### config.mk
export PLATFORM = sky130hd
export DESIGN_NAME = sar_conversion_sequencer
export DESIGN_NICKNAME = d
export VERILOG_FILES = /design/src/verilog/sar_seq_pkg.sv /design/src/verilog/pin_sync.sv /design/src/verilog/sar_conversion_sequencer.sv
export SDC_FILE = /design/constraint.sdc
export NUM_CORES = 1
export LEC_CHECK = 0
export BUFFER_PORTS_ARGS = -buffer_cell sky130_fd_sc_hd__buf_2
export CAP_MARGIN = 10
export CORE_ASPECT_RATIO = 1.75
export CORE_MARGIN = 2
export CORE_UTILIZATION = 62
export DETAILED_ROUTE_END_ITERATION = 8
export PLACE_DENSITY = 0.85
export SLEW_MARGIN = 25
export SYNTH_ARGS = -nofsm -noshare
export SYNTH_HDL_FRONTEND = slang
export SYNTH_SLANG_ARGS = --single-unit
### constraint.sdc
create_clock -name clock_i -period 3.7 [get_ports clock_i]
set_clock_uncertainty 0.1 [all_clocks]
set_input_delay 0.37 -clock clock_i [delete_from_list [all_inputs] [get_ports clock_i]]
set_output_delay 0.37 -clock clock_i [all_outputs]
set_load 0.005 [all_outputs]
### src/verilog/sar_seq_pkg.sv
// shared constants and carriers for the conversion sequencer
package sar_seq_pkg;
  localparam int RES_BITS = 16;
  localparam int STEP_W = 5;
  localparam logic [4:0] LAST_STEP = 5'h10;     // step of the lsb decision
  localparam logic [4:0] FIRST_STEP = 5'h00;
  localparam int CLK_PERIOD_NS = 10;
  localparam int GATED_HALF_NS = 80;            // gated clock half period
  localparam int GATED_HALF_CYC = (GATED_HALF_NS + CLK_PERIOD_NS - 1)
                                  / CLK_PERIOD_NS;
  localparam logic [3:0] HALF_CNT = 4'(GATED_HALF_CYC - 1);
  localparam int DATA_LEAD_NS = 20;             // data valid before flag fall
  localparam int DATA_LEAD_CYC = (DATA_LEAD_NS + CLK_PERIOD_NS - 1)
                                 / CLK_PERIOD_NS;
  localparam int FLAG_DELAY_NS = 40;            // flag fall after last step
  localparam int FLAG_DELAY_CYC = FLAG_DELAY_NS / CLK_PERIOD_NS;
  localparam logic [2:0] FLAG_CNT = 3'(FLAG_DELAY_CYC - 1);
  localparam logic [15:0] SAR_INIT = 16'h7fff;  // msb trial low, rest high

  typedef enum logic [1:0] {
    ST_IDLE = 2'b00,
    ST_RUN  = 2'b01,
    ST_TAIL = 2'b10
  } seq_state_e;

  typedef struct packed {
    logic busy;
    logic clk_out;
    logic [RES_BITS-1:0] data;
  } result_s;
endpackage

### src/verilog/pin_sync.sv
// two flip-flop synchroniser for a group of pins
`timescale 1ns/1ns
module pin_sync #(
  parameter int W = 1
) (
  input wire logic clock_i,
  input wire logic rst_n_i,
  input wire logic [W-1:0] async_i,
  output logic [W-1:0] sync_o
);
  logic [W-1:0] meta;
  logic [W-1:0] next_meta;
  logic [W-1:0] next_sync;

  // ---------------------------------------------------------------
  // capture chain; first stage feeds only the second
  // ---------------------------------------------------------------
  always_comb begin
    next_meta = async_i;
    next_sync = meta;
  end

  always_ff @(posedge clock_i or negedge rst_n_i) begin
    if (!rst_n_i) begin
      meta <= '0;
      sync_o <= '0;
    end else begin
      meta <= next_meta;
      sync_o <= next_sync;
    end
  end
endmodule

### src/verilog/sar_conversion_sequencer.sv
// successive-approximation conversion sequencer with gated clock
`timescale 1ns/1ns
// What this block does
// each trigger yields a 16-bit conversion of the sampled input, or fewer bits when the shortening input ends it early.
// the approximation register drives both result pins and dac inputs.
// one bit is compared per step, msb first and lsb last.
// each bit is kept or set by the comparator at the end of its step.
// the busy flag rises when a trigger is received.
// a raised flag ungates the clock for exactly 17 cycles in a full, unshortened conversion.
// register, status and gating are initialised on the trigger's fall.
// step one clears the msb and sets the rest; later steps decide and try.
// decide and trial repeat until the lsb is decided on the last step.
// after the last decision the busy flag falls and the result is valid.
// a falling flag regates the clock and holds the clock output low.
// the clock output stays low between conversions.
// each result bit changes on the clock edge that completes its decision.
// the result stands at least 20 ns before the flag falls.
// result pins are presented inverted, as plain or offset code.
// a shortening input tied to a bit output ends the cycle 40 ns later.
// a step counter on gated clock rises sequences the bits to terminal.
module sar_conversion_sequencer (
  input wire logic clock_i,
  input wire logic rst_n_i,
  input wire logic convert_i,
  input wire logic comparator_i,
  input wire logic short_cycle_i,
  output logic busy_o,
  output logic gated_clk_o,
  output logic [15:0] result_o,
  output logic [15:0] dac_bits_o
);
  localparam int N = sar_seq_pkg::RES_BITS;

  // ---------------------------------------------------------------
  // pin synchronisers
  // ---------------------------------------------------------------
  logic [2:0] pins;
  pin_sync #(.W(3)) u_sync (
    .clock_i(clock_i),
    .rst_n_i(rst_n_i),
    .async_i({short_cycle_i, comparator_i, convert_i}),
    .sync_o(pins)
  );

  logic conv_s;
  logic comp_s;
  logic short_s;
  logic conv_d;
  logic next_conv_d;
  logic conv_fall;
  always_comb begin
    conv_s = pins[0];
    comp_s = pins[1];
    short_s = pins[2];
  end

  // ---------------------------------------------------------------
  // sequencer state
  // ---------------------------------------------------------------
  sar_seq_pkg::seq_state_e state;
  sar_seq_pkg::seq_state_e next_state;
  logic [N-1:0] sar;
  logic [N-1:0] next_sar;
  logic [sar_seq_pkg::STEP_W-1:0] step;
  logic [sar_seq_pkg::STEP_W-1:0] next_step;
  logic [3:0] half;
  logic [3:0] next_half;
  logic [2:0] tail;
  logic [2:0] next_tail;
  logic clk_q;
  logic next_clk_q;
  logic busy;
  logic next_busy;
  logic armed;
  logic next_armed;
  sar_seq_pkg::result_s out_q;
  sar_seq_pkg::result_s next_out;

  // bit index under trial at a given step, msb is index n-1
  function automatic logic [N-1:0] bit_mask(
    input logic [sar_seq_pkg::STEP_W-1:0] s
  );
    logic [N-1:0] m;
    m = '0;
    if (s < sar_seq_pkg::STEP_W'(N))
      m[N-1-int'(s)] = 1'b1;
    bit_mask = m;
  endfunction

  // edge of the trigger; conversion starts when it is released
  always_comb begin
    next_conv_d = conv_s;
    conv_fall = conv_d & ~conv_s;
  end

  // ---------------------------------------------------------------
  // gated clock rise detect
  // ---------------------------------------------------------------
  // a rise is due when the low half period has run out while running
  logic gclk_rise;
  always_comb begin
    gclk_rise = (state == sar_seq_pkg::ST_RUN) && (half == 4'h0) && !clk_q;
  end

  // ---------------------------------------------------------------
  // short cycle watch
  // ---------------------------------------------------------------
  // the strapped bit pin comes back through the host and through the
  // pin synchroniser, so it cannot be seen at the rise that sets it;
  // it is judged a fixed time after each rise instead, which lands
  // the flag fall 40 ns after the step that ends the conversion
  logic [2:0] settle;
  logic [2:0] next_settle;
  logic short_hit;
  always_comb begin
    next_settle = settle;
    short_hit = 1'b0;
    if (gclk_rise) begin
      next_settle = sar_seq_pkg::FLAG_CNT;
    end else if (settle != 3'h0) begin
      next_settle = settle - 3'h1;
    end
    // only the state machine acts on the hit, and only while running
    if (state == sar_seq_pkg::ST_RUN && settle == 3'h1 && short_s)
      short_hit = 1'b1;
  end

  always_ff @(posedge clock_i or negedge rst_n_i) begin
    if (!rst_n_i) begin
      settle <= 3'h0;
    end else begin
      settle <= next_settle;
    end
  end

  // ---------------------------------------------------------------
  // next-state logic
  // ---------------------------------------------------------------
  // the gated clock is produced here by dividing the system clock; a
  // rising edge ends each step, so 17 rises cover init plus 16 decisions
  always_comb begin
    logic rise;
    logic last;
    logic [N-1:0] cur;
    logic [N-1:0] nxt;
    rise = 1'b0;
    last = 1'b0;
    cur = '0;
    nxt = '0;
    next_state = state;
    next_sar = sar;
    next_step = step;
    next_half = half;
    next_tail = tail;
    next_clk_q = clk_q;
    next_busy = busy;
    next_armed = armed;
    if (conv_s && !busy)
      next_armed = 1'b1;
    case (state)
      sar_seq_pkg::ST_IDLE: begin
        next_clk_q = 1'b0;
        if (conv_s)
          next_busy = 1'b1;
        if (conv_fall || (armed && !conv_s)) begin
          // initialisation on the trailing edge of the trigger
          next_sar = '1;
          next_step = sar_seq_pkg::FIRST_STEP;
          next_half = sar_seq_pkg::HALF_CNT;
          next_clk_q = 1'b0;
          next_busy = 1'b1;
          next_armed = 1'b0;
          next_state = sar_seq_pkg::ST_RUN;
        end
      end
      sar_seq_pkg::ST_RUN: begin
        if (half != 4'h0) begin
          next_half = half - 4'h1;
        end else begin
          next_half = sar_seq_pkg::HALF_CNT;
          next_clk_q = ~clk_q;
          rise = ~clk_q;
        end
        if (rise) begin
          cur = bit_mask(step - sar_seq_pkg::STEP_W'(1));
          nxt = bit_mask(step);
          if (step == sar_seq_pkg::FIRST_STEP) begin
            next_sar = sar_seq_pkg::SAR_INIT;
          end else begin
            // keep the decided bit when the input exceeds the dac
            next_sar = comp_s ? sar : (sar | cur);
            next_sar = next_sar & ~nxt;
          end
          // a tied shortening pin reads the bit output now tried high
          last = (step == sar_seq_pkg::LAST_STEP);
          next_step = step + sar_seq_pkg::STEP_W'(1);
          if (last) begin
            next_tail = sar_seq_pkg::FLAG_CNT;
            next_state = sar_seq_pkg::ST_TAIL;
          end
        end else if (short_hit) begin
          // strapped pin settled high: stop at the bit just decided
          next_tail = 3'h0;
          next_state = sar_seq_pkg::ST_TAIL;
        end
      end
      sar_seq_pkg::ST_TAIL: begin
        // result already stands; flag falls 40 ns after the last rise
        if (clk_q && half != 4'h0)
          next_half = half - 4'h1;
        else
          next_clk_q = 1'b0;
        if (tail != 3'h0) begin
          next_tail = tail - 3'h1;
        end else begin
          next_busy = 1'b0;
          next_clk_q = 1'b0;
          next_state = sar_seq_pkg::ST_IDLE;
        end
      end
      default: begin
        next_state = sar_seq_pkg::ST_IDLE;
        next_busy = 1'b0;
        next_clk_q = 1'b0;
      end
    endcase
  end

  always_ff @(posedge clock_i or negedge rst_n_i) begin
    if (!rst_n_i) begin
      state <= sar_seq_pkg::ST_IDLE;
      sar <= '1;
      step <= sar_seq_pkg::FIRST_STEP;
      half <= 4'h0;
      tail <= 3'h0;
      clk_q <= 1'b0;
      busy <= 1'b0;
      armed <= 1'b0;
      conv_d <= 1'b0;
    end else begin
      state <= next_state;
      sar <= next_sar;
      step <= next_step;
      half <= next_half;
      tail <= next_tail;
      clk_q <= next_clk_q;
      busy <= next_busy;
      armed <= next_armed;
      conv_d <= next_conv_d;
    end
  end

  // ---------------------------------------------------------------
  // output registers
  // ---------------------------------------------------------------
  // per-bit fan-out of the approximation register; the dac side takes
  // true bits and the pins the inverted ones, from one source
  logic [N-1:0] dac_q;
  logic [N-1:0] next_dac;
  logic [N-1:0] next_pin;
  genvar gi;
  generate
    for (gi = 0; gi < N; gi++) begin : g_bits
      assign next_dac[gi] = next_sar[gi];
      assign next_pin[gi] = ~next_sar[gi];
    end
  endgenerate

  // pins are negative-true; the same register drives dac and pins, so
  // they change together with the clock rise that settles the bit
  always_comb begin
    next_out.busy = next_busy;
    next_out.clk_out = next_clk_q;
    next_out.data = next_pin;
  end

  always_ff @(posedge clock_i or negedge rst_n_i) begin
    if (!rst_n_i) begin
      out_q <= '0;
      dac_q <= '1;
    end else begin
      out_q <= next_out;
      dac_q <= next_dac;
    end
  end

  // parallel result, flag and clock pins
  assign busy_o = out_q.busy;
  assign gated_clk_o = out_q.clk_out;
  assign result_o = out_q.data;
  assign dac_bits_o = dac_q;
endmodule

After elaboration in Yosys (flattened, before gate mapping)
Index checks and enable logic that the tools add are counted.

Flip-flop bits (word level): 59. Input port bits: 5. Output and inout bits: 34.

$add $sub $neg: 7. $lt $le $gt $ge: 6. Equality and inequality tests: 14. Multiplexer cells: 49. Bitwise operators: 23. Reductions and logical operators: 29.

Operator list (number): two-way mux 16 bit (10); one-hot mux 16 bit (2 select lines) (1); inverter 1 bit (19); two-way mux 3 bit (6); bitwise AND 16 bit (1); inverter 16 bit (1); OR 16 bit (1); two-way mux 1 bit (14); >= comparator 6 x 1 -> 1 bit (second input constant) (2); < comparator 6 bit (second input constant) (2); two-way mux 4 bit (3); one-hot mux 4 bit (3 select lines) (1); subtractor 4 x 5 -> 6 bit (first input constant) (2); < comparator 5 bit (second input constant) (2); two-way mux 2 bit (5); two-way mux 5 bit (2); inequality test 2 bit (second input constant) (5); one-hot mux 5 bit (2 select lines) (1); logical AND 1 bit (9); inequality test 3 x 2 -> 1 bit (second input constant) (3); AND reduction 3 bit (3); nonzero test 3 bit (3); demux 1 bit (select 4 bit) (2); AND reduction 4 bit (2); 23 further kinds (28).

Logic depth before layout (Yosys ltp)
Gate-level depths: netlist of the first run.

Depth in word-level cells: 16. Gate-level depth with buffers: 9. Mapped depth without buffers: 7.

Modules after synthesis
Synthesis of the first run repeated with hierarchy kept, for this count alone.

Cell total of the unflattened synthesis: 313. Area, all modules: 3211.8 sq um.

Modules (own cells, without submodules): sar_conversion_sequencer (times used 1, cells each 307, area an instance 3061.7 sq um, seq. area each 1346.3 sq um); pin_sync (times used 1, cells each 6, area an instance 150.1 sq um, seq. area each 150.1 sq um).

Worst setup path after synthesis of the first run
No wires, ideal clock.

Path type: reg2reg. From: reg step[0] (netlist name). To: reg out_q, in the netlist result_o[13]. Setup time: 120 ps. Arrival: 2038 ps. Slack: 1443 ps. Cell stages (with the launch flop): 9. Buffers on the path: 1. Cells stage by stage: dfrtp_1 > clkbuf_1 > inv_1 > ha_1 > nor3b_1 > xnor2_1 > nor4b_4 > o211ai_1 > and3_1.

RTL lines: start: declaration (line sar_conversion_sequencer.sv:64) `logic [sar_seq_pkg::STEP_W-1:0] step;`; start signal: assignment (line sar_conversion_sequencer.sv:233) `step <= sar_seq_pkg::FIRST_STEP;`; start signal: assignment (line sar_conversion_sequencer.sv:243) `step <= next_step;`; end signal: assignment (line sar_conversion_sequencer.sv:282) `out_q <= next_out;`; end: declaration (line sar_conversion_sequencer.sv:76) `sar_seq_pkg::result_s out_q;`.

==> results.json, run 1 <==
{
  "synth_area_per_cell_sq_um": 9.753,
  "core_area_sq_um": 4977,
  "drc": 0,
  "vias": 2626,
  "maxSlewViolCount": 0,
  "cts_buffers": 9,
  "drtPass1Iterations": 4,
  "rsz0062_at_grt": "false",
  "setup_viol": 0,
  "max_cap_viol_count": 0,
  "cpMostUsedCell": "nor4b_4",
  "yosysTopAreaCell": "dfrtp_1",
  "avgRoutedWirePerCell_microns": 16.39,
  "dp_hpwl_microns": 5080,
  "synth_top_area_share_pct": 33.74,
  "clock-sinks": 59,
  "cp-end-kind": "flip-flop",
  "synthFlopType": "dfrtp_1",
  "final_area_sq_um": 3597,
  "critical_path.top_delay_family": "simple AND/OR/NAND/NOR gates",
  "pin_count": 39,
  "die_w_microns": 58.22,
  "cp-start-kind": "flip-flop",
  "rows": 34,
  "start_util_pct": 64.08,
  "place_area_sq_um": 3392,
  "fin_util_pct": 72.27,
  "finalCritPeriodShare_pct": 66.15,
  "synth_seq_cells": 59,
  "antenna_found_initial": 0,
  "p_leak_uw": 0.001626,
  "power_density_nw_per_um2": 638.1,
  "tightest_slew_ps": 827.6,
  "cts-resized-gates": 0,
  "setup-tns-final_ps": 0,
  "vdd_ir_drop_max_v": 0.0005985,
  "insertedDiodeCount": 0,
  "final_nets": 384,
  "syn_nets": 347,
  "num-fill-cells": 367,
  "syn_area_sq_um": 3189,
  "cp_max_fo": 9,
  "ant_nets": 0,
  "yosysWarnings": 0,
  "dp_cells": 406,
  "cts_tree": "done",
  "drt_iter0_drc": 83,
  "hold_violations": 0,
  "path_class": "reg -> reg",
  "gp_congestion": 0.9054,
  "clock.fmax_ghz": 0.4086,
  "synth.distinct_cells": 61,
  "drive_above_1_share_pct": 22.76,
  "hold_class": "in -> reg",
  "status": "finished, final reports clean",
  "root_buffer": "clkbuf_8",
  "clk_pin_slew_worst_paths_ps": 70,
  "htree_levels": 3,
  "vias_per_cell": 6.208,
  "grt_max_degree": 36,
  "cp.required_ps": 3830,
  "timing.final.ws_setup_ps": 1252,
  "die_y_microns": 98.88,
  "relSlewSlack_pct": 44.33,
  "overflow": 0,
  "cts_setup_buffers": 0,
  "grt_first_pass_wirelength_microns": 11520,
  "cts_hold_buf": 1,
  "io_buffers": 38,
  "final_common_cell": "dfrtp_1",
  "layout_common_cells": "43 x dfrtp_1, 38 x buf_2, 31 x nand2_1",
  "routed_wirelength_microns": 6933,
  "crit_slowest_cell": "nor4b_4",
  "grt_pass1_vias": 2545,
  "worst-path-buf-inv": 1,
  "period_needed_ps": 2448,
  "clk_latency_ps": 340,
  "yosysSeqAreaShare_pct": 46.92,
  "crit_path_cell_trace": "inv_1, ha_1, nor4b_4, nand2_2, nor4b_4, o211ai_1, and3_1",
  "slowest_delay_ps": 440,
  "ys_async_sr_fraction_pct": 100.0,
  "dp_slack_ps": 1293,
  "syn2layout_area_growth_pct": 12.79,
  "track_usage_pct": 26.29,
  "fin_cells": 423,
  "synthesis.instances": 327,
  "synth-edff-count": 0,
  "clockBufferDepth": 2,
  "synthTopCellsByArea": "dfrtp_1 34%, dfstp_2 13%, ha_1 5.9%, o21ai_0 4.1%, nand2_1 3.6%",
  "die_area_sq_um": 5756,
  "crit_arrival_ps": 2580
}
-- cell type report --
class / count / area (sq um) / area share, %
multi-input combinational: 231 / 1536 / 42.71
sequential: 59 / 1496 / 41.60
timing repair buffer: 42 / 222.7 / 6.191
clock buffer: 12 / 145.1 / 4.035
inverter: 21 / 78.83 / 2.191
tap: 54 / 67.56 / 1.878
clock inverter: 4 / 50.05 / 1.391
-- stage by stage --
stage	hold slack, ps	total power, uW
floorplan	-25.59	1515
global placement	232.6	1679
detailed placement	234.7	1715
CTS	15.72	2299
global route	15.76	2444
finish	31.37	2295
-- worst paths after layout --
path,start,to,depth (start not counted),slack (ps)
setup / recovery,half[0],result_o[13],7,1250
hold / removal,short_cycle_i,u_sync.meta[2],1,30
setup reg to reg,half[0],result_o[13],7,1250
hold reg to reg,u_sync.meta[0],u_sync.sync_o[0],0,250
max in group asynchronous,rst_n_i,asynchronous set/reset pin,3,2120
min in group asynchronous,rst_n_i,result_o[14],2,530
-- Yosys cell counts (all sizes together), types with 4 or more instances --
cell type  instances
a22o               5
nand3             16
a21oi             18
nor3               7
ha                15
dfrtp             43
o21a              11
o31ai              7
o21ai             28
buf                4
nand2b             4
clkbuf            12
nor2              24
and3               6
dfstp             16
inv               21
nand2             32
-- power by group --
group          switching, uW  total, uW  internal, uW
registers               83.7        818           735
clock network            250        578           328
logic                    565        899           334
total                    898       2300          1400
-- metal layers --
metal	routed length, microns	up-vias	GRT usage [%]
met4	328	0	17.35
met1	2573	1259	27.19
li1	-	1255	-
met3	302	26	6.430
met5	0	-	0
met2	3728	86	45.37
-- logic make-up (layout without fill, tap and decap cells) --
group | Yosys count | in the layout | share of synthesized area (%)
AOI/OAI and AO/OA | 104 | 104 | 22.44
xor gates and xnor gates | 3 | 3 | 0.8240
adders and majority gates | 15 | 15 | 5.885
buffers and inverters | 37 | 79 | 4.904
DFF | 59 | 59 | 46.92
muxes | 2 | 2 | 0.6277
and+or+nand+nor | 107 | 107 | 18.40
-- worst reg2reg max path, cell delays in order (launching register included) --
cell and delay, ps:
dfrtp_1 420, inv_1 100, ha_1 240, nor4b_4 440, nand2_2 220, nor4b_4 430
o211ai_1 180, and3_1 220
No activity file was read; power rests on OpenSTA's default activity.
==> run 2, diff against run 1 <==
--- a/config.mk
+++ b/config.mk
@@ -5,13 +5,14 @@
 export SDC_FILE = /design/constraint.sdc
 export NUM_CORES = 1
 export LEC_CHECK = 0
+export ABC_AREA = 1
 export BUFFER_PORTS_ARGS = -buffer_cell sky130_fd_sc_hd__buf_2
 export CAP_MARGIN = 10
 export CORE_ASPECT_RATIO = 1.75
 export CORE_MARGIN = 2
-export CORE_UTILIZATION = 62
+export CORE_UTILIZATION = 59
 export DETAILED_ROUTE_END_ITERATION = 8
-export PLACE_DENSITY = 0.85
+export PLACE_DENSITY = 0.81
 export SLEW_MARGIN = 25
 export SYNTH_ARGS = -nofsm -noshare
 export SYNTH_HDL_FRONTEND = slang
==> constraint.sdc (replaced) <==
create_clock -name clock_i -period 2.55 [get_ports clock_i]
set_clock_uncertainty 0.1 [all_clocks]
set_input_delay 0.255 -clock clock_i [delete_from_list [all_inputs] [get_ports clock_i]]
set_output_delay 0.255 -clock clock_i [all_outputs]
set_load 0.005 [all_outputs]
==> run 2 against run 1 <==
Compared with the run above:
- count of clock-buffer cells in the layout down 1
- combinational power rose to 2.8 times the previous value
- sequential share of layout area decreased by 2.9 points
- cell count up 34%
- synthesized cell count rose by 34%
- critical endpoint is now settle[1]
- sequential power rose by 92%
- area after synthesis rose by 6.5%
- via count increased by 11%
==> results.json, run 2 <==
{
  "grt_first_pass_wirelength_microns": 12470,
  "synthTopCellsByCount": "132 x nand2_1, 59 x inv_1, 43 x dfrtp_1",
  "finalCritPeriodShare_pct": 82.99,
  "cp-start-kind": "flip-flop",
  "rrSetupSlack_ps": 430,
  "max_cap_viol_count": 0,
  "clockBufferDepth": 2,
  "syn_nets": 457,
  "clockPowerShare_pct": 17.0,
  "path_class": "reg -> reg",
  "relSlewSlack_pct": 53.78,
  "dp_cells": 547,
  "reg2reg_depth": 10,
  "synthFlopType": "dfrtp_1",
  "setup_viol": 0,
  "worst-path-buf-inv": 3,
  "synth-edff-count": 0,
  "drc": 0,
  "comb_power_share_pct": 51.3,
  "drtPass1Iterations": 4,
  "num-fill-cells": 481,
  "hold_violations": 0,
  "rsz0062_at_grt": "false",
  "grt_max_degree": 34,
  "fin_cells": 567,
  "overflow": 0,
  "die_y_microns": 104.4,
  "io_buffers": 38,
  "synth_top_area_share_pct": 31.69,
  "yosysWarnings": 0,
  "die_w_microns": 61.35,
  "cp-startpoint": "half[0]",
  "period_needed_ps": 2116,
  "antenna_found_initial": 0,
  "crit_slowest_cell": "dfrtp_1",
  "rows": 36,
  "yosysTopAreaCell": "dfrtp_1",
  "die_area_sq_um": 6402,
  "root_buffer": "clkbuf_8",
  "cp.required_ps": 2720,
  "core_area_sq_um": 5585,
  "synth.distinct_cells": 32,
  "power_density_nw_per_um2": 1279,
  "cts_hold_buf": 4,
  "cts_tree": "done",
  "critical_path.top_delay_family": "simple AND/OR/NAND/NOR gates",
  "worst-path-stages": 10,
  "clk_pin_slew_worst_paths_ps": 70,
  "worstReg2RegEnd": "settle[1]",
  "syn_area_sq_um": 3396,
  "final_nets": 506,
  "clock-sinks": 59,
  "switching_power_uw": 2217,
  "cts-resized-gates": 0,
  "pin_count": 39,
  "clk_latency_ps": 350,
  "synth_seq_cells": 59,
  "cp_max_fo": 20,
  "final_common_cell": "nand2_1",
  "hold_class": "reg -> reg",
  "vias": 2907,
  "syn2layout_area_growth_pct": 13.96,
  "ys_async_sr_fraction_pct": 100.0,
  "p_leak_uw": 0.002118,
  "cp-end-kind": "flip-flop",
  "synthesis.instances": 437,
  "synthTopCellsByArea": "dfrtp_1 32%, nand2_1 15%, dfstp_2 12%, inv_1 6.5%, ha_1 5.5%",
  "avgRoutedWirePerCell_microns": 12.77,
  "vdd_ir_drop_max_v": 0.0007598,
  "crit_end": "settle[1]",
  "layout_common_cells": "132 x nand2_1, 59 x inv_1, 43 x dfrtp_1",
  "track_usage_pct": 26.03,
  "yosysSeqAreaShare_pct": 44.07,
  "r2r-start": "half[0]",
  "drt_iter0_drc": 105,
  "crit_path_cell_trace": "inv_1, ha_1, nand2_2, inv_2, nand2_2, nor2_2, inv_1, nand3_1, nor2_1, a31oi_1",
  "switching_share_pct": 44.78,
  "clock.fmax_ghz": 0.4725,
  "synth_area_per_cell_sq_um": 7.771,
  "status": "finished, final reports clean",
  "routed_wirelength_microns": 7241,
  "internal-power_uw": 2734,
  "ant_nets": 0,
  "setup-tns-final_ps": 0,
  "crit_arrival_ps": 2290,
  "htree_levels": 3,
  "dp_hpwl_microns": 5378,
  "vias_per_cell": 5.127,
  "grt_pass1_vias": 2915,
  "cts_setup_buffers": 0,
  "gp_congestion": 0.9069,
  "drive_above_1_share_pct": 24.85,
  "yosysMostFrequentCell": "nand2_1",
  "tightest_slew_ps": 693.3,
  "maxSlewViolCount": 0,
  "slowest_delay_ps": 390,
  "seq_power_share_pct": 31.7,
  "insertedDiodeCount": 0,
  "start_util_pct": 60.80,
  "cts_buffers": 9
}
[run 2: cell types whose count changed in the layout (fill, tap and decap cells not counted), sizes merged, moves of 4 or more]
cell | before | now
nor2 | 24 | 36
nand2 | 32 | 147
nand2b | 4 | 0
o21a | 11 | 0
a22o | 5 | 0
o31ai | 7 | 0
and3 | 6 | 0
nor3 | 7 | 1
a21oi | 18 | 38
o21ai | 28 | 34
inv | 21 | 72
[run 2: how the worst min path moves through the flow]
stage	from	end	slack [ps]	cells past startpoint
after floorplan	rst_n_i	armed	-140	0
after global placement	rst_n_i	result_o[10]	230	1
after detailed placement	rst_n_i	result_o[10]	240	1
after CTS	u_sync.meta[0]	u_sync.sync_o[0]	250	0
after global routing	u_sync.meta[0]	u_sync.sync_o[0]	250	0
final	u_sync.meta[0]	u_sync.sync_o[0]	250	0
[run 2: layout make-up]
type                       count  area (sq um)  area share, %
clock buffer                  11         141.4          3.653
clock inverter                 5         52.55          1.358
inverter                      72         270.3          6.984
multi-input combinational    298          1554          40.16
sequential                    59          1496          38.67
tap                           76         95.09          2.457
timing repair buffer          46         260.3          6.725
[run 2: kinds of logic after synthesis]
| group | Yosys count | share of synthesized area (%) |
|---|---|---|
| AO/OA/AOI/OAI | 76 | 11.53 |
| XOR/XNOR | 4 | 1.253 |
| adder cells (fa/ha/maj) | 15 | 5.527 |
| buffers and inverters | 80 | 10.17 |
| flip-flops | 59 | 44.07 |
| AND/OR/NAND/NOR | 203 | 27.45 |
[run 2: power by group through the flow]
| stage | clock network, uW | logic, uW | registers [uW] |
|---|---|---|---|
| finish | 842 | 2540 | 1570 |
| global route | 914 | 2870 | 1620 |
| CTS | 859 | 2520 | 1570 |
| detailed placement | 0 | 2500 | 1590 |
| global placement | 0 | 2420 | 1570 |
| floorplan | 0 | 1860 | 1590 |
[run 2: routing by layer]
metal	vias to the layer above	track usage (%)	part of all wire, %
met4	0	16.11	3.2
met2	69	45.06	56
met1	1364	26.30	37
li1	1453	-	-
met3	21	5.970	3.5
met5	-	0	0
[run 2: through the flow]
step	power, uW	worst slack (ps)	utilization, %	area (sq um)	hold WS [ps]
2_1_floorplan	3449	844.1	-	3396	-140.6
3_3_place_gp	3990	591.2	65.10	3636	233.1
3_5_place_dp	4092	482.3	65.10	3636	238.9
4_1_cts	4958	446.3	69.29	3870	254.0
5_1_grt	5405	255.2	69.29	3870	254.6
6_report	4950	433.8	69.29	3870	250.8
[run 2: worst reg2reg max path, cell delays in order, from the launching register on]
cell     delay [ps]
dfrtp_1         390
inv_1           110
ha_1            210
nand2_2          90
inv_2            80
nand2_2         300
nor2_2          280
inv_1           110
nand3_1         160
nor2_1           70
a31oi_1         150
